`config.mk`:
```
export PLATFORM = sky130hd
export DESIGN_NAME = scpa_top
export DESIGN_NICKNAME = d
export VERILOG_FILES = /design/src/hdl/scpa_pkg.sv /design/src/hdl/scpa_mod_serial.sv /design/src/hdl/scpa_top.sv
export SDC_FILE = /design/constraint.sdc
export NUM_CORES = 2
export LEC_CHECK = 0
export BUFFER_PORTS_ARGS = -buffer_cell sky130_fd_sc_hd__buf_2
export CORE_MARGIN = 2
export CORE_UTILIZATION = 30
export DETAILED_ROUTE_END_ITERATION = 10
export HOLD_SLACK_MARGIN = 0.06
export PLACE_DENSITY = 0.51
export RECOVER_POWER = 25
export SLEW_MARGIN = 20
export SYNTH_ARGS = -nofsm -noshare
export SYNTH_HDL_FRONTEND = slang
export SYNTH_SLANG_ARGS = --single-unit
```
`constraint.sdc`:
```
create_clock -name clk_sys -period 13.7 [get_ports clk_sys]
set_input_delay 1.37 -clock clk_sys [delete_from_list [all_inputs] [get_ports clk_sys]]
set_output_delay 1.37 -clock clk_sys [all_outputs]
set_load 0.01 [all_outputs]
```
`src/hdl/scpa_pkg.sv`:
```
package scpa_pkg;

  // master clock cycles per seconds-count step
  localparam logic [31:0] MCLK_PER_SEC = 32'h009c4000;

  // recommended symbol ratios, numerator and denominator
  localparam logic [15:0] EURO_M = 16'h0365;
  localparam logic [15:0] EURO_N = 16'h0500;
  localparam logic [15:0] QAM64_M = 16'h0191;
  localparam logic [15:0] QAM64_N = 16'h032c;
  localparam logic [15:0] QAM256_M = 16'h004e;
  localparam logic [15:0] QAM256_N = 16'h0095;

  // reduced formula constants for the two awkward denominators
  localparam logic [15:0] N812_PRE_MOD = 16'h00cb;
  localparam logic [15:0] N812_MUL = 16'h02a8;
  localparam logic [15:0] N149_PRE_MOD = 16'h0095;
  localparam logic [15:0] N149_MUL = 16'h007c;

  // correction added once the seconds count has wrapped
  localparam logic [15:0] ROLL_812 = 16'h004a;
  localparam logic [15:0] ROLL_149 = 16'h0081;

  // serial modulo unit: one dividend bit per cycle
  localparam int MOD_CYC = 64;
  localparam logic [6:0] MOD_CNT = 7'(MOD_CYC);
  // cycles from the update strobe to the phase landing on zero for a zero count;
  // each pass costs MOD_CYC + 2 cycles, start and done handover included
  localparam logic [15:0] ALIGN_LAT = 16'(3 * (MOD_CYC + 2) + 2);

  localparam logic [31:0] TS_RESET = 32'h00000000;

  typedef struct packed {
    logic [15:0] m;
    logic [15:0] n;
  } scpa_ratio_t;

  typedef enum logic [1:0] {
    SEL_EURO = 2'h0,
    SEL_QAM64 = 2'h1,
    SEL_QAM256 = 2'h2,
    SEL_CUSTOM = 2'h3
  } scpa_sel_t;

  typedef enum logic [3:0] {
    ST_IDLE = 4'h1,
    ST_P1 = 4'h2,
    ST_P2 = 4'h4,
    ST_P3 = 4'h8
  } scpa_state_t;

endpackage

```
`src/hdl/scpa_mod_serial.sv`:
```
`timescale 1ns/1ps
module scpa_mod_serial (
  input wire logic clk_sys,
  input wire logic rst_n,
  input wire logic start,
  input wire logic [63:0] dividend,
  input wire logic [15:0] divisor,
  output logic done,
  output logic [15:0] remainder
);

  logic [63:0] dvd_r;
  logic [15:0] rem_r;
  logic [6:0] cnt_r;
  logic busy_r;
  logic done_r;
  logic [16:0] trial;
  logic [16:0] rem_nxt;
  logic take;

  // restoring division, remainder only
  assign trial = {rem_r, dvd_r[63]};
  assign take = trial >= {1'b0, divisor};
  assign rem_nxt = take ? (trial - {1'b0, divisor}) : trial;

  always_ff @(posedge clk_sys or negedge rst_n) begin
    if (!rst_n) begin
      dvd_r <= 64'h0;
      rem_r <= 16'h0;
      cnt_r <= 7'h0;
      busy_r <= 1'b0;
    end else if (start) begin
      dvd_r <= dividend;
      rem_r <= 16'h0;
      cnt_r <= scpa_pkg::MOD_CNT;
      busy_r <= 1'b1;
    end else if (busy_r) begin
      dvd_r <= {dvd_r[62:0], 1'b0};
      rem_r <= rem_nxt[15:0];
      cnt_r <= cnt_r - 7'h1;
      busy_r <= (cnt_r != 7'h1);
    end
  end

  always_ff @(posedge clk_sys or negedge rst_n) begin
    if (!rst_n) begin
      done_r <= 1'b0;
    end else begin
      done_r <= busy_r && !start && (cnt_r == 7'h1);
    end
  end

  assign done = done_r;
  assign remainder = rem_r;

endmodule

```
`src/hdl/scpa_top.sv`:
```
// Operation
// - symbol clock locked by 16-bit M/N
// - recommended ratios selectable by code
// - 32-bit timestamp counts every cycle, wraps
// - seconds zero marks symbol positive crossing
// - remaining = seconds*10240000 mod N
// - remainder counts down to generator restart
// - denominator 1280 gives remaining zero
// - N=812: mod 203, times 680, mod 812
// - N=149: mod 149, times 124, mod 149
// - rollover term 74 or 129
// - rollover applied only after seconds wrap
`timescale 1ns/1ps
module scpa_top (
  input wire logic clk_sys,
  input wire logic resetn,
  input wire logic [31:0] sec_count,
  input wire logic sec_upd,
  input wire scpa_pkg::scpa_sel_t ratio_sel,
  input wire scpa_pkg::scpa_ratio_t ratio_custom,
  output logic [31:0] timestamp,
  output logic sym_clk,
  output logic sym_zero,
  output logic gen_restart,
  output logic [15:0] remain_cnt,
  output logic align_done,
  output logic align_busy,
  output logic upd_refused,
  output logic rollover_on
);

  // modulo step used for both the phase counter and the M/N accumulator
  function automatic logic [15:0] mod_add(input logic [15:0] a, input logic [15:0] b,
                                          input logic [15:0] n);
    logic [16:0] s;
    s = {1'b0, a} + {1'b0, b};
    if (s >= {1'b0, n}) begin
      s = s - {1'b0, n};
    end
    return s[15:0];
  endfunction

  logic rst_meta_r;
  logic rst_n_r;

  always_ff @(posedge clk_sys or negedge resetn) begin
    if (!resetn) begin
      rst_meta_r <= 1'b0;
      rst_n_r <= 1'b0;
    end else begin
      rst_meta_r <= 1'b1;
      rst_n_r <= rst_meta_r;
    end
  end

  // timestamp counter
  logic [31:0] ts_r;

  always_ff @(posedge clk_sys or negedge rst_n_r) begin
    if (!rst_n_r) begin
      ts_r <= scpa_pkg::TS_RESET;
    end else begin
      ts_r <= ts_r + 32'h1;
    end
  end

  // ratio selection
  scpa_pkg::scpa_ratio_t sel_ratio;

  assign sel_ratio = (ratio_sel == scpa_pkg::SEL_EURO) ?
                       {scpa_pkg::EURO_M, scpa_pkg::EURO_N} :
                     (ratio_sel == scpa_pkg::SEL_QAM64) ?
                       {scpa_pkg::QAM64_M, scpa_pkg::QAM64_N} :
                     (ratio_sel == scpa_pkg::SEL_QAM256) ?
                       {scpa_pkg::QAM256_M, scpa_pkg::QAM256_N} : ratio_custom;

  // seconds wrap tracking
  logic [31:0] sec_last_r;
  logic roll_on_r;
  logic sec_wrap;

  // wrap seen when all-ones steps to zero
  assign sec_wrap = sec_upd && (sec_last_r == 32'hffffffff) && (sec_count == 32'h0);

  always_ff @(posedge clk_sys or negedge rst_n_r) begin
    if (!rst_n_r) begin
      sec_last_r <= 32'h0;
      roll_on_r <= 1'b0;
    end else if (sec_upd) begin
      sec_last_r <= sec_count;
      roll_on_r <= roll_on_r | sec_wrap;
    end
  end

  // sequencer
  scpa_pkg::scpa_state_t state_r;
  scpa_pkg::scpa_state_t state_nxt;
  logic start_nxt;
  logic start_r;
  logic mod_done;
  logic [15:0] mod_rem;
  logic upd_ok;

  // a zero denominator cannot be aligned; the update is dropped
  assign upd_ok = sec_upd && (sel_ratio.n != 16'h0);

  always_comb begin
    state_nxt = state_r;
    start_nxt = 1'b0;
    unique case (state_r)
      scpa_pkg::ST_IDLE: begin
        if (upd_ok) begin
          state_nxt = scpa_pkg::ST_P1;
          start_nxt = 1'b1;
        end
      end
      scpa_pkg::ST_P1: begin
        if (mod_done) begin
          state_nxt = scpa_pkg::ST_P2;
          start_nxt = 1'b1;
        end
      end
      scpa_pkg::ST_P2: begin
        if (mod_done) begin
          state_nxt = scpa_pkg::ST_P3;
          start_nxt = 1'b1;
        end
      end
      scpa_pkg::ST_P3: begin
        if (mod_done) begin
          state_nxt = scpa_pkg::ST_IDLE;
        end
      end
      default: begin
        state_nxt = scpa_pkg::ST_IDLE;
      end
    endcase
  end

  always_ff @(posedge clk_sys or negedge rst_n_r) begin
    if (!rst_n_r) begin
      state_r <= scpa_pkg::ST_IDLE;
      start_r <= 1'b0;
    end else begin
      state_r <= state_nxt;
      start_r <= start_nxt;
    end
  end

  // captured operands for one alignment
  logic [31:0] sec_cap_r;
  scpa_pkg::scpa_ratio_t cap_ratio_r;
  logic roll_cap_r;
  logic [15:0] x_r;
  logic [15:0] rem_r;
  logic cap_now;

  assign cap_now = (state_r == scpa_pkg::ST_IDLE) && upd_ok;

  // seconds value taken with its update strobe
  always_ff @(posedge clk_sys or negedge rst_n_r) begin
    if (!rst_n_r) begin
      sec_cap_r <= 32'h0;
      cap_ratio_r <= {scpa_pkg::EURO_M, scpa_pkg::EURO_N};
      roll_cap_r <= 1'b0;
    end else if (cap_now) begin
      sec_cap_r <= sec_count;
      cap_ratio_r <= sel_ratio;
      // correction from the wrap itself onward
      roll_cap_r <= roll_on_r | sec_wrap;
    end
  end

  logic is_812;
  logic is_149;
  logic is_1280;
  logic [15:0] roll_term;
  logic [63:0] p1_dvd;
  logic [15:0] p1_div;
  logic [63:0] p2_dvd;
  logic [63:0] p3_dvd;
  logic [63:0] mod_dvd;
  logic [15:0] mod_div;

  assign is_812 = cap_ratio_r.n == scpa_pkg::QAM64_N;
  assign is_149 = cap_ratio_r.n == scpa_pkg::QAM256_N;
  assign is_1280 = cap_ratio_r.n == scpa_pkg::EURO_N;

  assign roll_term = !roll_cap_r ? 16'h0 :
                     is_812 ? scpa_pkg::ROLL_812 :
                     is_149 ? scpa_pkg::ROLL_149 : 16'h0;

  // first pass reduces seconds plus rollover
  // other denominators reduce the full product
  assign p1_dvd = (is_812 || is_149) ?
                    (64'(sec_cap_r) + 64'(roll_term)) :
                    (64'(sec_cap_r) * 64'(scpa_pkg::MCLK_PER_SEC));
  assign p1_div = is_812 ? scpa_pkg::N812_PRE_MOD :
                  is_149 ? scpa_pkg::N149_PRE_MOD : cap_ratio_r.n;

  // second pass scales (N=812 or N=149 only) and reduces by N
  assign p2_dvd = is_812 ? (64'(x_r) * 64'(scpa_pkg::N812_MUL)) :
                  is_149 ? (64'(x_r) * 64'(scpa_pkg::N149_MUL)) : 64'(x_r);

  // count left after the fixed pipeline latency, modulo N
  assign p3_dvd = 64'(rem_r) + (64'(cap_ratio_r.n) * 64'(scpa_pkg::ALIGN_LAT))
                  - 64'(scpa_pkg::ALIGN_LAT);

  assign mod_dvd = (state_r == scpa_pkg::ST_P1) ? p1_dvd :
                   (state_r == scpa_pkg::ST_P2) ? p2_dvd : p3_dvd;
  assign mod_div = (state_r == scpa_pkg::ST_P1) ? p1_div : cap_ratio_r.n;

  scpa_mod_serial u_mod (
    .clk_sys(clk_sys),
    .rst_n(rst_n_r),
    .start(start_r),
    .dividend(mod_dvd),
    .divisor(mod_div),
    .done(mod_done),
    .remainder(mod_rem)
  );

  logic load_now;

  assign load_now = (state_r == scpa_pkg::ST_P3) && mod_done;

  always_ff @(posedge clk_sys or negedge rst_n_r) begin
    if (!rst_n_r) begin
      x_r <= 16'h0;
      rem_r <= 16'h0;
    end else if (mod_done) begin
      if (state_r == scpa_pkg::ST_P1) begin
        x_r <= mod_rem;
      end
      if (state_r == scpa_pkg::ST_P2) begin
        // whole number of divide periods per second
        rem_r <= is_1280 ? 16'h0 : mod_rem;
      end
    end
  end

  // symbol clock generator
  scpa_pkg::scpa_ratio_t gen_ratio_r;
  logic [15:0] cd_r;
  logic cd_act_r;
  logic [15:0] phase_r;
  logic [15:0] acc_r;
  logic restart_now;
  logic [15:0] phase_nxt;
  logic [15:0] acc_nxt;
  logic sym_clk_nxt;

  // countdown loaded with the compensated remainder
  always_ff @(posedge clk_sys or negedge rst_n_r) begin
    if (!rst_n_r) begin
      cd_r <= 16'h0;
      cd_act_r <= 1'b0;
      gen_ratio_r <= {scpa_pkg::EURO_M, scpa_pkg::EURO_N};
    end else if (load_now) begin
      cd_r <= mod_rem;
      cd_act_r <= 1'b1;
      gen_ratio_r <= cap_ratio_r;
    end else if (cd_act_r) begin
      cd_r <= cd_r - 16'h1;
      cd_act_r <= (cd_r != 16'h0);
    end
  end

  // reset pulse at the end of the countdown
  assign restart_now = cd_act_r && (cd_r == 16'h0);

  // phase zero is the positive crossing
  assign phase_nxt = restart_now ? 16'h0 : mod_add(phase_r, 16'h1, gen_ratio_r.n);

  // M/N accumulator gives M symbol cycles per N master cycles
  assign acc_nxt = (phase_nxt == 16'h0) ? 16'h0 : mod_add(acc_r, gen_ratio_r.m, gen_ratio_r.n);
  assign sym_clk_nxt = acc_nxt < {1'b0, gen_ratio_r.n[15:1]};

  always_ff @(posedge clk_sys or negedge rst_n_r) begin
    if (!rst_n_r) begin
      phase_r <= 16'h0;
      acc_r <= 16'h0;
    end else begin
      phase_r <= phase_nxt;
      acc_r <= acc_nxt;
    end
  end

  // registered outputs
  logic sym_clk_r;
  logic sym_zero_r;
  logic restart_r;
  logic [15:0] remain_r;
  logic done_r;
  logic busy_r;
  logic refused_r;

  always_ff @(posedge clk_sys or negedge rst_n_r) begin
    if (!rst_n_r) begin
      sym_clk_r <= 1'b0;
      sym_zero_r <= 1'b0;
      restart_r <= 1'b0;
    end else begin
      sym_clk_r <= sym_clk_nxt;
      sym_zero_r <= phase_nxt == 16'h0;
      restart_r <= restart_now;
    end
  end

  always_ff @(posedge clk_sys or negedge rst_n_r) begin
    if (!rst_n_r) begin
      remain_r <= 16'h0;
      done_r <= 1'b0;
      busy_r <= 1'b0;
      refused_r <= 1'b0;
    end else begin
      if (load_now) begin
        remain_r <= rem_r;
      end
      done_r <= load_now;
      busy_r <= state_nxt != scpa_pkg::ST_IDLE;
      refused_r <= sec_upd && !cap_now;
    end
  end

  assign timestamp = ts_r;
  assign sym_clk = sym_clk_r;
  assign sym_zero = sym_zero_r;
  assign gen_restart = restart_r;
  assign remain_cnt = remain_r;
  assign align_done = done_r;
  assign align_busy = busy_r;
  assign upd_refused = refused_r;
  assign rollover_on = roll_on_r;

endmodule

```
# Yosys cells after proc, flatten, opt, wreduce, memory -nomap -nowiden
# Index checks and enable logic that the tools add are counted.
dict set report classes {
  add_sub_neg 11
  n_mul 4
  magnitude_cmp 4
  n_eq_ne 13
  n_mux 40
  bitwise 1
  reduce_logical 23
}
# op count
set op_table {}
lappend op_table {{2-to-1 mux 64 bit} 4}
lappend op_table {{2-to-1 mux 16 bit} 13}
lappend op_table {{2-to-1 mux 32 bit} 3}
lappend op_table {{2-to-1 mux 56 bit} 1}
lappend op_table {{>= comparator 17 x 16 -> 1 bit} 3}
lappend op_table {{subtractor 16 bit} 3}
lappend op_table {{multiplier 16 x 5 -> 21 bit (second input constant)} 2}
lappend op_table {{multiplier 32 x 10 -> 42 bit (second input constant)} 1}
lappend op_table {{adder 32 x 8 -> 33 bit} 1}
lappend op_table {{adder 32 x 1 -> 32 bit (second input constant)} 1}
lappend op_table {{== test 32 bit (second input constant)} 1}
lappend op_table {{zero test 16 bit} 2}
lappend op_table {{zero test 32 bit} 1}
lappend op_table {{nonzero test 16 bit} 2}
lappend op_table {{2-to-1 mux 26 bit} 1}
lappend op_table {{subtractor 25 x 8 -> 26 bit (second input constant)} 1}
lappend op_table {{adder 16 x 24 -> 25 bit} 1}
lappend op_table {{2-to-1 mux 8 bit} 3}
lappend op_table {{multiplier 16 x 7 -> 23 bit (second input constant)} 1}
lappend op_table {{2-to-1 mux 23 bit} 1}
lappend op_table {{adder 16 x 1 -> 17 bit (second input constant)} 1}
lappend op_table {{adder 16 x 16 -> 17 bit} 1}
lappend op_table {{== test 16 x 10 -> 1 bit (second input constant)} 1}
lappend op_table {{== test 16 x 11 -> 1 bit (second input constant)} 1}
lappend op_table {{other kinds (26)} 46}
dict set report totals {
  regBits 361
  inputBits 69
  out_inout_bits 55
  word_cells 127
}

# Logic depth before layout (Yosys ltp)
dict set report logic_depth {
  ltp_word 9
  mapped_depth 29
  depth_no_buf 28
}

# Modules after synthesis
# A second synthesis with hierarchy kept.
dict set report hier_totals {
  hier_cells 3662
  hier_area_um2 32902.8
}
# module instances cells_each area_per_inst_um2 seq_area_each_um2
set modules_own_cells {}
lappend modules_own_cells {scpa_top 1 3117 27853.0 6827.8}
lappend modules_own_cells {scpa_mod_serial 1 545 5049.8 2227.1}

# Worst setup path before layout
# Ideal clock, no wire load.
dict set report synth_path {
  path_kind {reg2reg}
  from {register gen_ratio_r[16] (netlist bit)}
  to {register sym_clk_r, in the netlist sym_clk}
  setup_ps 122
  arrival_time_ps 5400
  t_required_ps 13578
  slack_ps 8178
  path_stages_with_launch 27
  n_path_buf 1
  period_less_slack_ps 5522
  cell_sequence {dfstp_2 -> ha_1 -> fa_1 -> a21o_1 -> a21oi_2 -> o21ai_0 -> o211ai_1 -> o31ai_1 -> nor3_1 -> o21bai_1 -> a21oi_1 -> xnor2_1 -> ha_1 -> nand2_1 -> nor4_1 -> a2111oi_0 -> nand2_1 -> a21oi_1 -> nand2_2 -> buf_1 -> mux2i_1 -> nor2_1 -> ha_1 -> nand4_1 -> or2_2 -> o41a_1 -> o2111a_1}
}
dict set report synth_between {
  elab_chain_len 5
  elab_cells_between_ends 6
  cone_classes {add/sub (2); order compare (2); mux (2)}
}
# item line_no
set synth_rtl {}
lappend synth_rtl {{start, declared} scpa_top.sv:243} ;# scpa_pkg::scpa_ratio_t gen_ratio_r;
lappend synth_rtl {{start signal, assigned} scpa_top.sv:258} ;# gen_ratio_r <= {scpa_pkg::EURO_M, scpa_pkg::EURO_N};
lappend synth_rtl {{start signal, assigned} scpa_top.sv:262} ;# gen_ratio_r <= cap_ratio_r;
lappend synth_rtl {{adder 16 x 16 -> 17 bit (*)} scpa_top.sv:36} ;# s = {1'b0, a} + {1'b0, b};
lappend synth_rtl {{subtractor 16 bit or >= comparator 17 x 16 -> 1 bit (tied branches)} {scpa_top.sv:38, scpa_top.sv:37}}
lappend synth_rtl {{2-to-1 mux 16 bit (*)} scpa_top.sv:37} ;# if (s >= {1'b0, n}) begin
lappend synth_rtl {{2-to-1 mux 16 bit (*)} scpa_top.sv:276} ;# assign acc_nxt = (phase_nxt == 16'h0) ? 16'h0 : mod_add(acc_r, gen_ratio_r.m, gen_ratio_r.n);
lappend synth_rtl {{named net acc_nxt[10]} scpa_top.sv:250} ;# logic [15:0] acc_nxt;
lappend synth_rtl {{< comparator 16 x 15 -> 1 bit (*)} scpa_top.sv:277} ;# assign sym_clk_nxt = acc_nxt < {1'b0, gen_ratio_r.n[15:1]};
lappend synth_rtl {{named net sym_clk_nxt} scpa_top.sv:251} ;# logic sym_clk_nxt;
lappend synth_rtl {{end signal, assigned} scpa_top.sv:304} ;# sym_clk_r <= sym_clk_nxt;
lappend synth_rtl {{end, declared} scpa_top.sv:290} ;# logic sym_clk_r;
# Mark *: on every way through the listed nets, which the timed path passes. The rest lies on a longest branch.
# A chain may end at the register's enable or synchronous reset.

# Worst setup path after layout
dict set report layout_path {
  from {register phase_r[3]}
  to {register sym_clk_r, in the netlist sym_clk}
}
dict set report layout_between {
  elab_chain_len 7
  elab_cells_between_ends 8
  cone_classes {add/sub (2); order compare (2); mux (3); reduce/logical (1)}
}
# item line_no
set layout_rtl {}
lappend layout_rtl {{start, declared} scpa_top.sv:246} ;# logic [15:0] phase_r;
lappend layout_rtl {{start signal, assigned} scpa_top.sv:284} ;# phase_r <= phase_nxt;
lappend layout_rtl {{adder 16 x 1 -> 17 bit (*)} scpa_top.sv:36}
lappend layout_rtl {{subtractor 16 bit or >= comparator 17 x 16 -> 1 bit (tied branches)} {scpa_top.sv:38, scpa_top.sv:37}}
lappend layout_rtl {{2-to-1 mux 16 bit (*)} scpa_top.sv:37}
lappend layout_rtl {{2-to-1 mux 16 bit (*)} scpa_top.sv:273} ;# assign phase_nxt = restart_now ? 16'h0 : mod_add(phase_r, 16'h1, gen_ratio_r.n);
lappend layout_rtl {{zero test 16 bit (*)} scpa_top.sv:276}
lappend layout_rtl {{2-to-1 mux 16 bit (*)} scpa_top.sv:276}
lappend layout_rtl {{named net acc_nxt[11]} scpa_top.sv:250}
lappend layout_rtl {{< comparator 16 x 15 -> 1 bit (*)} scpa_top.sv:277}
lappend layout_rtl {{named net sym_clk_nxt} scpa_top.sv:251}
# Marks and branches as above.

==> summary.md <==
| Metric | Value |
|---|---|
| Depth of the CTS H-tree | `2` |
| CP peak stage delay | `0.99 ns` |
| Number of fillers in the final layout | `11.3k` |
| Syn Inst Count | `3,521` |
| Worst EP required | `14.19 ns` |
| Antenna violations before repair | `2` |
| Slowest stage cell, crit path | `a311oi_4` |
| Critical setup path kind | `reg2reg` |
| Gates resized, CTS repair | `0` |
| Critical path fanouts, max | `21` |
| Startpoint Class | `flop` |
| Clk Latency, worst-skew pair | `0.61 ns` |
| Clock Sinks | `361` |
| Total half-perimeter wirelength after legalization and detailed placement | `70.7 mm` |
| Effective utilization at floorplan | `30.3%` |
| Netlist cell types | `88` |
| Classification of the worst-slack hold path | `reg2reg` |
| Via count | `24.8k` |
| Share of cells above drive strength 1 | `9.76%` |
| Buffers inserted during post-CTS setup optimization | `0` |
| Number of iterations in the first detailed-routing pass | `5` |
| Port Buf Inserts | `123` |
| Via count of the first global-routing pass | `25.0k` |
| Number of buffers added to fix hold violations after cts | `0` |
| Fin crit period | `6.50 ns` |
| Wire per inst | `17.8 um` |
| Number of enable-type register cells in the synthesized netlist | `0` |
| Area of the core | `0.107 mm2` |
| Final Setup Violations | `0` |
| Share of synthesized area occupied by flip-flops and latches | `27.9%` |
| Number of nets at the end of the flow | `4,265` |
| Via count normalized by instance count | `4.92` |
| Transition time of the tightest slew-check pin | `3.89 ns` |
| Data arrival at the endpoint of the critical path | `7.00 ns` |
| Global placer's final weighted congestion | `0.854` |
| Width of the die | `333 um` |
| Drt initial violations | `1,358` |
| Worst-case headroom to the max-slew limit | `-159%` |
| Main flop type after synthesis | `dfrtp_1` |
| Worst-path clk slew | `0.06 ns` |
| Io pins | `124` |
| Fraction of synthesized cell area taken by the top area cell type | `26.5%` |
| Leading post-synthesis cells by cell area | `dfrtp_1 (27%), ha_1 (16%), fa_1 (10%)` |
| Endpoint type of the worst setup path | `flop` |
| Max-slew violation count | `305` |
| Final antenna diode count | `0` |
| Final critical-path setup slack | `7.20 ns` |
| Post-route cell area | `0.0360 mm2` |
| Global-route wire length before repair | `144 mm` |
| Antenna-violating nets left | `0` |
| Final wirelength | `90.0 mm` |
| Violated checks | `max-capacitance violations, max-slew violations` |
| FMAX | `0.154 GHz` |
| Cell occurring most often along the worst timing path | `and3_1` |
| Average size of a mapped cell | `9.21 um2` |
| Post-route fraction of the period consumed by the critical path | `47.5%` |
| Setup clock skew after layout | `0.0411 ns` |
| Place WS | `7.27 ns` |
| Overall die area | `0.111 mm2` |
| Cell area reported after detailed placement | `0.0347 mm2` |
| Dominant cell type by area after synthesis | `dfrtp_1` |
| Post-synthesis cell area | `0.0324 mm2` |
| GRT Overall Usage | `16.3%` |
| Proportion of synthesized flip-flops having asynchronous set or reset | `100%` |
| Clock buffer depth | `3` |
| Status | `finished, violations left` |
| Sum of negative setup slack | `0 ns` |
| Ordered list of cells on the worst path | `and4_1 > and3_1 > and3_1 > nand2_1 > xor2_1 > inv_1 > ha_1 > and3_1 > o311a_1 > or2_4 > a31oi_1 > o21ai_2 > and4_1 > nand4_1 > a311oi_4 > nor2_1 > ha_1 > nand4_1 > or2_2 > o41a_1 > o2111a_1` |
| Number of storage elements in the synthesis netlist | `361` |
| Setup repair after global routing missed its margin | `false` |
| Number of placement rows | `120` |
| Area Growth Syn to Fin | `11.0%` |
| Pin count of the biggest net entering global routing | `73` |
| Synthesis Warnings | `0` |
| Clock tree from TritonCTS | `built` |
| Sum of overflow across all layers after global routing | `0` |
| Remaining design rule violation count | `0` |
| Net count of the mapped netlist | `4,170` |
| Number of buffers created by CTS | `40` |
| Number of endpoints with negative hold slack in the final report | `0` |
| Clock root buffer | `clkbuf_16` |
| # Max-Cap Violations | `6` |
| Die boundary height | `333 um` |
| Worst-case hold slack | `0.351 ns` |
==> layout by cell type (no fill, tap or decap), types with 121 or more instances in the layout <==
master,count
inv_1,539
ha_1,415
dfrtp_1,343
nand2_1,278
o21ai_0,195
nor2_1,195
fa_1,165
a21oi_1,153
xnor2_1,151
buf_2,121
==> cells by family after synthesis <==
kind of cell | after synthesis | share of synthesized area (%)
mux | 184 | 6.03
flops | 361 | 27.9
buf+inv | 633 | 7.40
fa+ha+maj | 580 | 26.2
other cells | 1 | 0.0116
compound gates | 702 | 14.2
simple gates | 829 | 12.0
xor+xnor | 231 | 6.24
==> cells in the mapped netlist, drive strengths merged, types with 21 or more instances <==
library cell  instances
a211oi               44
a21o                 64
a21oi               155
a31oi                26
and3                 30
clkbuf               78
dfrtp               344
fa                  165
ha                  415
inv                 539
mux2                 92
mux2i                92
nand2               279
nand3                82
nand4                38
nor2                196
nor2b                35
nor3                 57
nor4                 23
o21a                 21
o21ai               196
o21bai               21
o221ai               23
xnor2               151
xor2                 80
==> sequential cells by signal, summed over array words and instances (netlist names), 32 cells and up <==
name         cells
gen_ratio_r     32
cap_ratio_r     32
sec_cap_r       32
sec_last_r      32
timestamp       32
u_mod.dvd_r     64
==> stage by stage <==
step	instances	utilization, %
floorplan	3521	-
global placement	4977	32.3
detailed placement	4977	32.3
CTS	5050	33.6
global route	5050	33.6
finish	5050	33.6
==> critical path, delay by kind of cell (launching register included) <==
family	cells	cell delay [ns]
AOI/OAI and AO/OA	6	2.64
DFF	1	0.42
buffers and inverters	1	0.08
adders and majority gates	2	0.71
xor gates and xnor gates	1	0.27
and+or+nand+nor	11	2.26
==> area by class of cell <==
class                           instances  area [um2]  share of cell area (%)
Timing Repair Buffer                  147         778                    2.16
Tap cell                             1403        1760                    4.88
Clock buffer                           57        1160                    3.24
Inverter                              539        2020                    5.62
Sequential cell                       361        9060                    25.2
Multi-Input combinational cell       2527       21000                    58.4
Clock inverter                         16         199                   0.553
==> final timing paths <==
kind,cells past startpoint,to,start,slack [ns]
max in group asynchronous,1,u_mod.busy_r,rst_n_r,8.61
max reg2reg,21,sym_clk,phase_r[3],7.20
max,21,sym_clk,phase_r[3],7.20
min reg2reg,0,rst_n_r,rst_meta_r,0.35
min,0,rst_n_r,rst_meta_r,0.35
min in group asynchronous,0,sec_last_r[28],rst_n_r,0.37
==> per-layer routing <==
layer  vias to the layer above  GRT usage [%]  part of all wire, %  wire length, um
met5                         -              0                0.030               27
li1                      12206              -                    -                -
met1                     12116           23.4                   48            43600
met2                       408           26.1                   45            40600
met4                         4           3.37                  1.9             1690
met3                       102           2.31                  4.5             4040
Power is not shown: default switching activity piles up to over one toggle a cycle in this logic, so the estimate is an artifact.
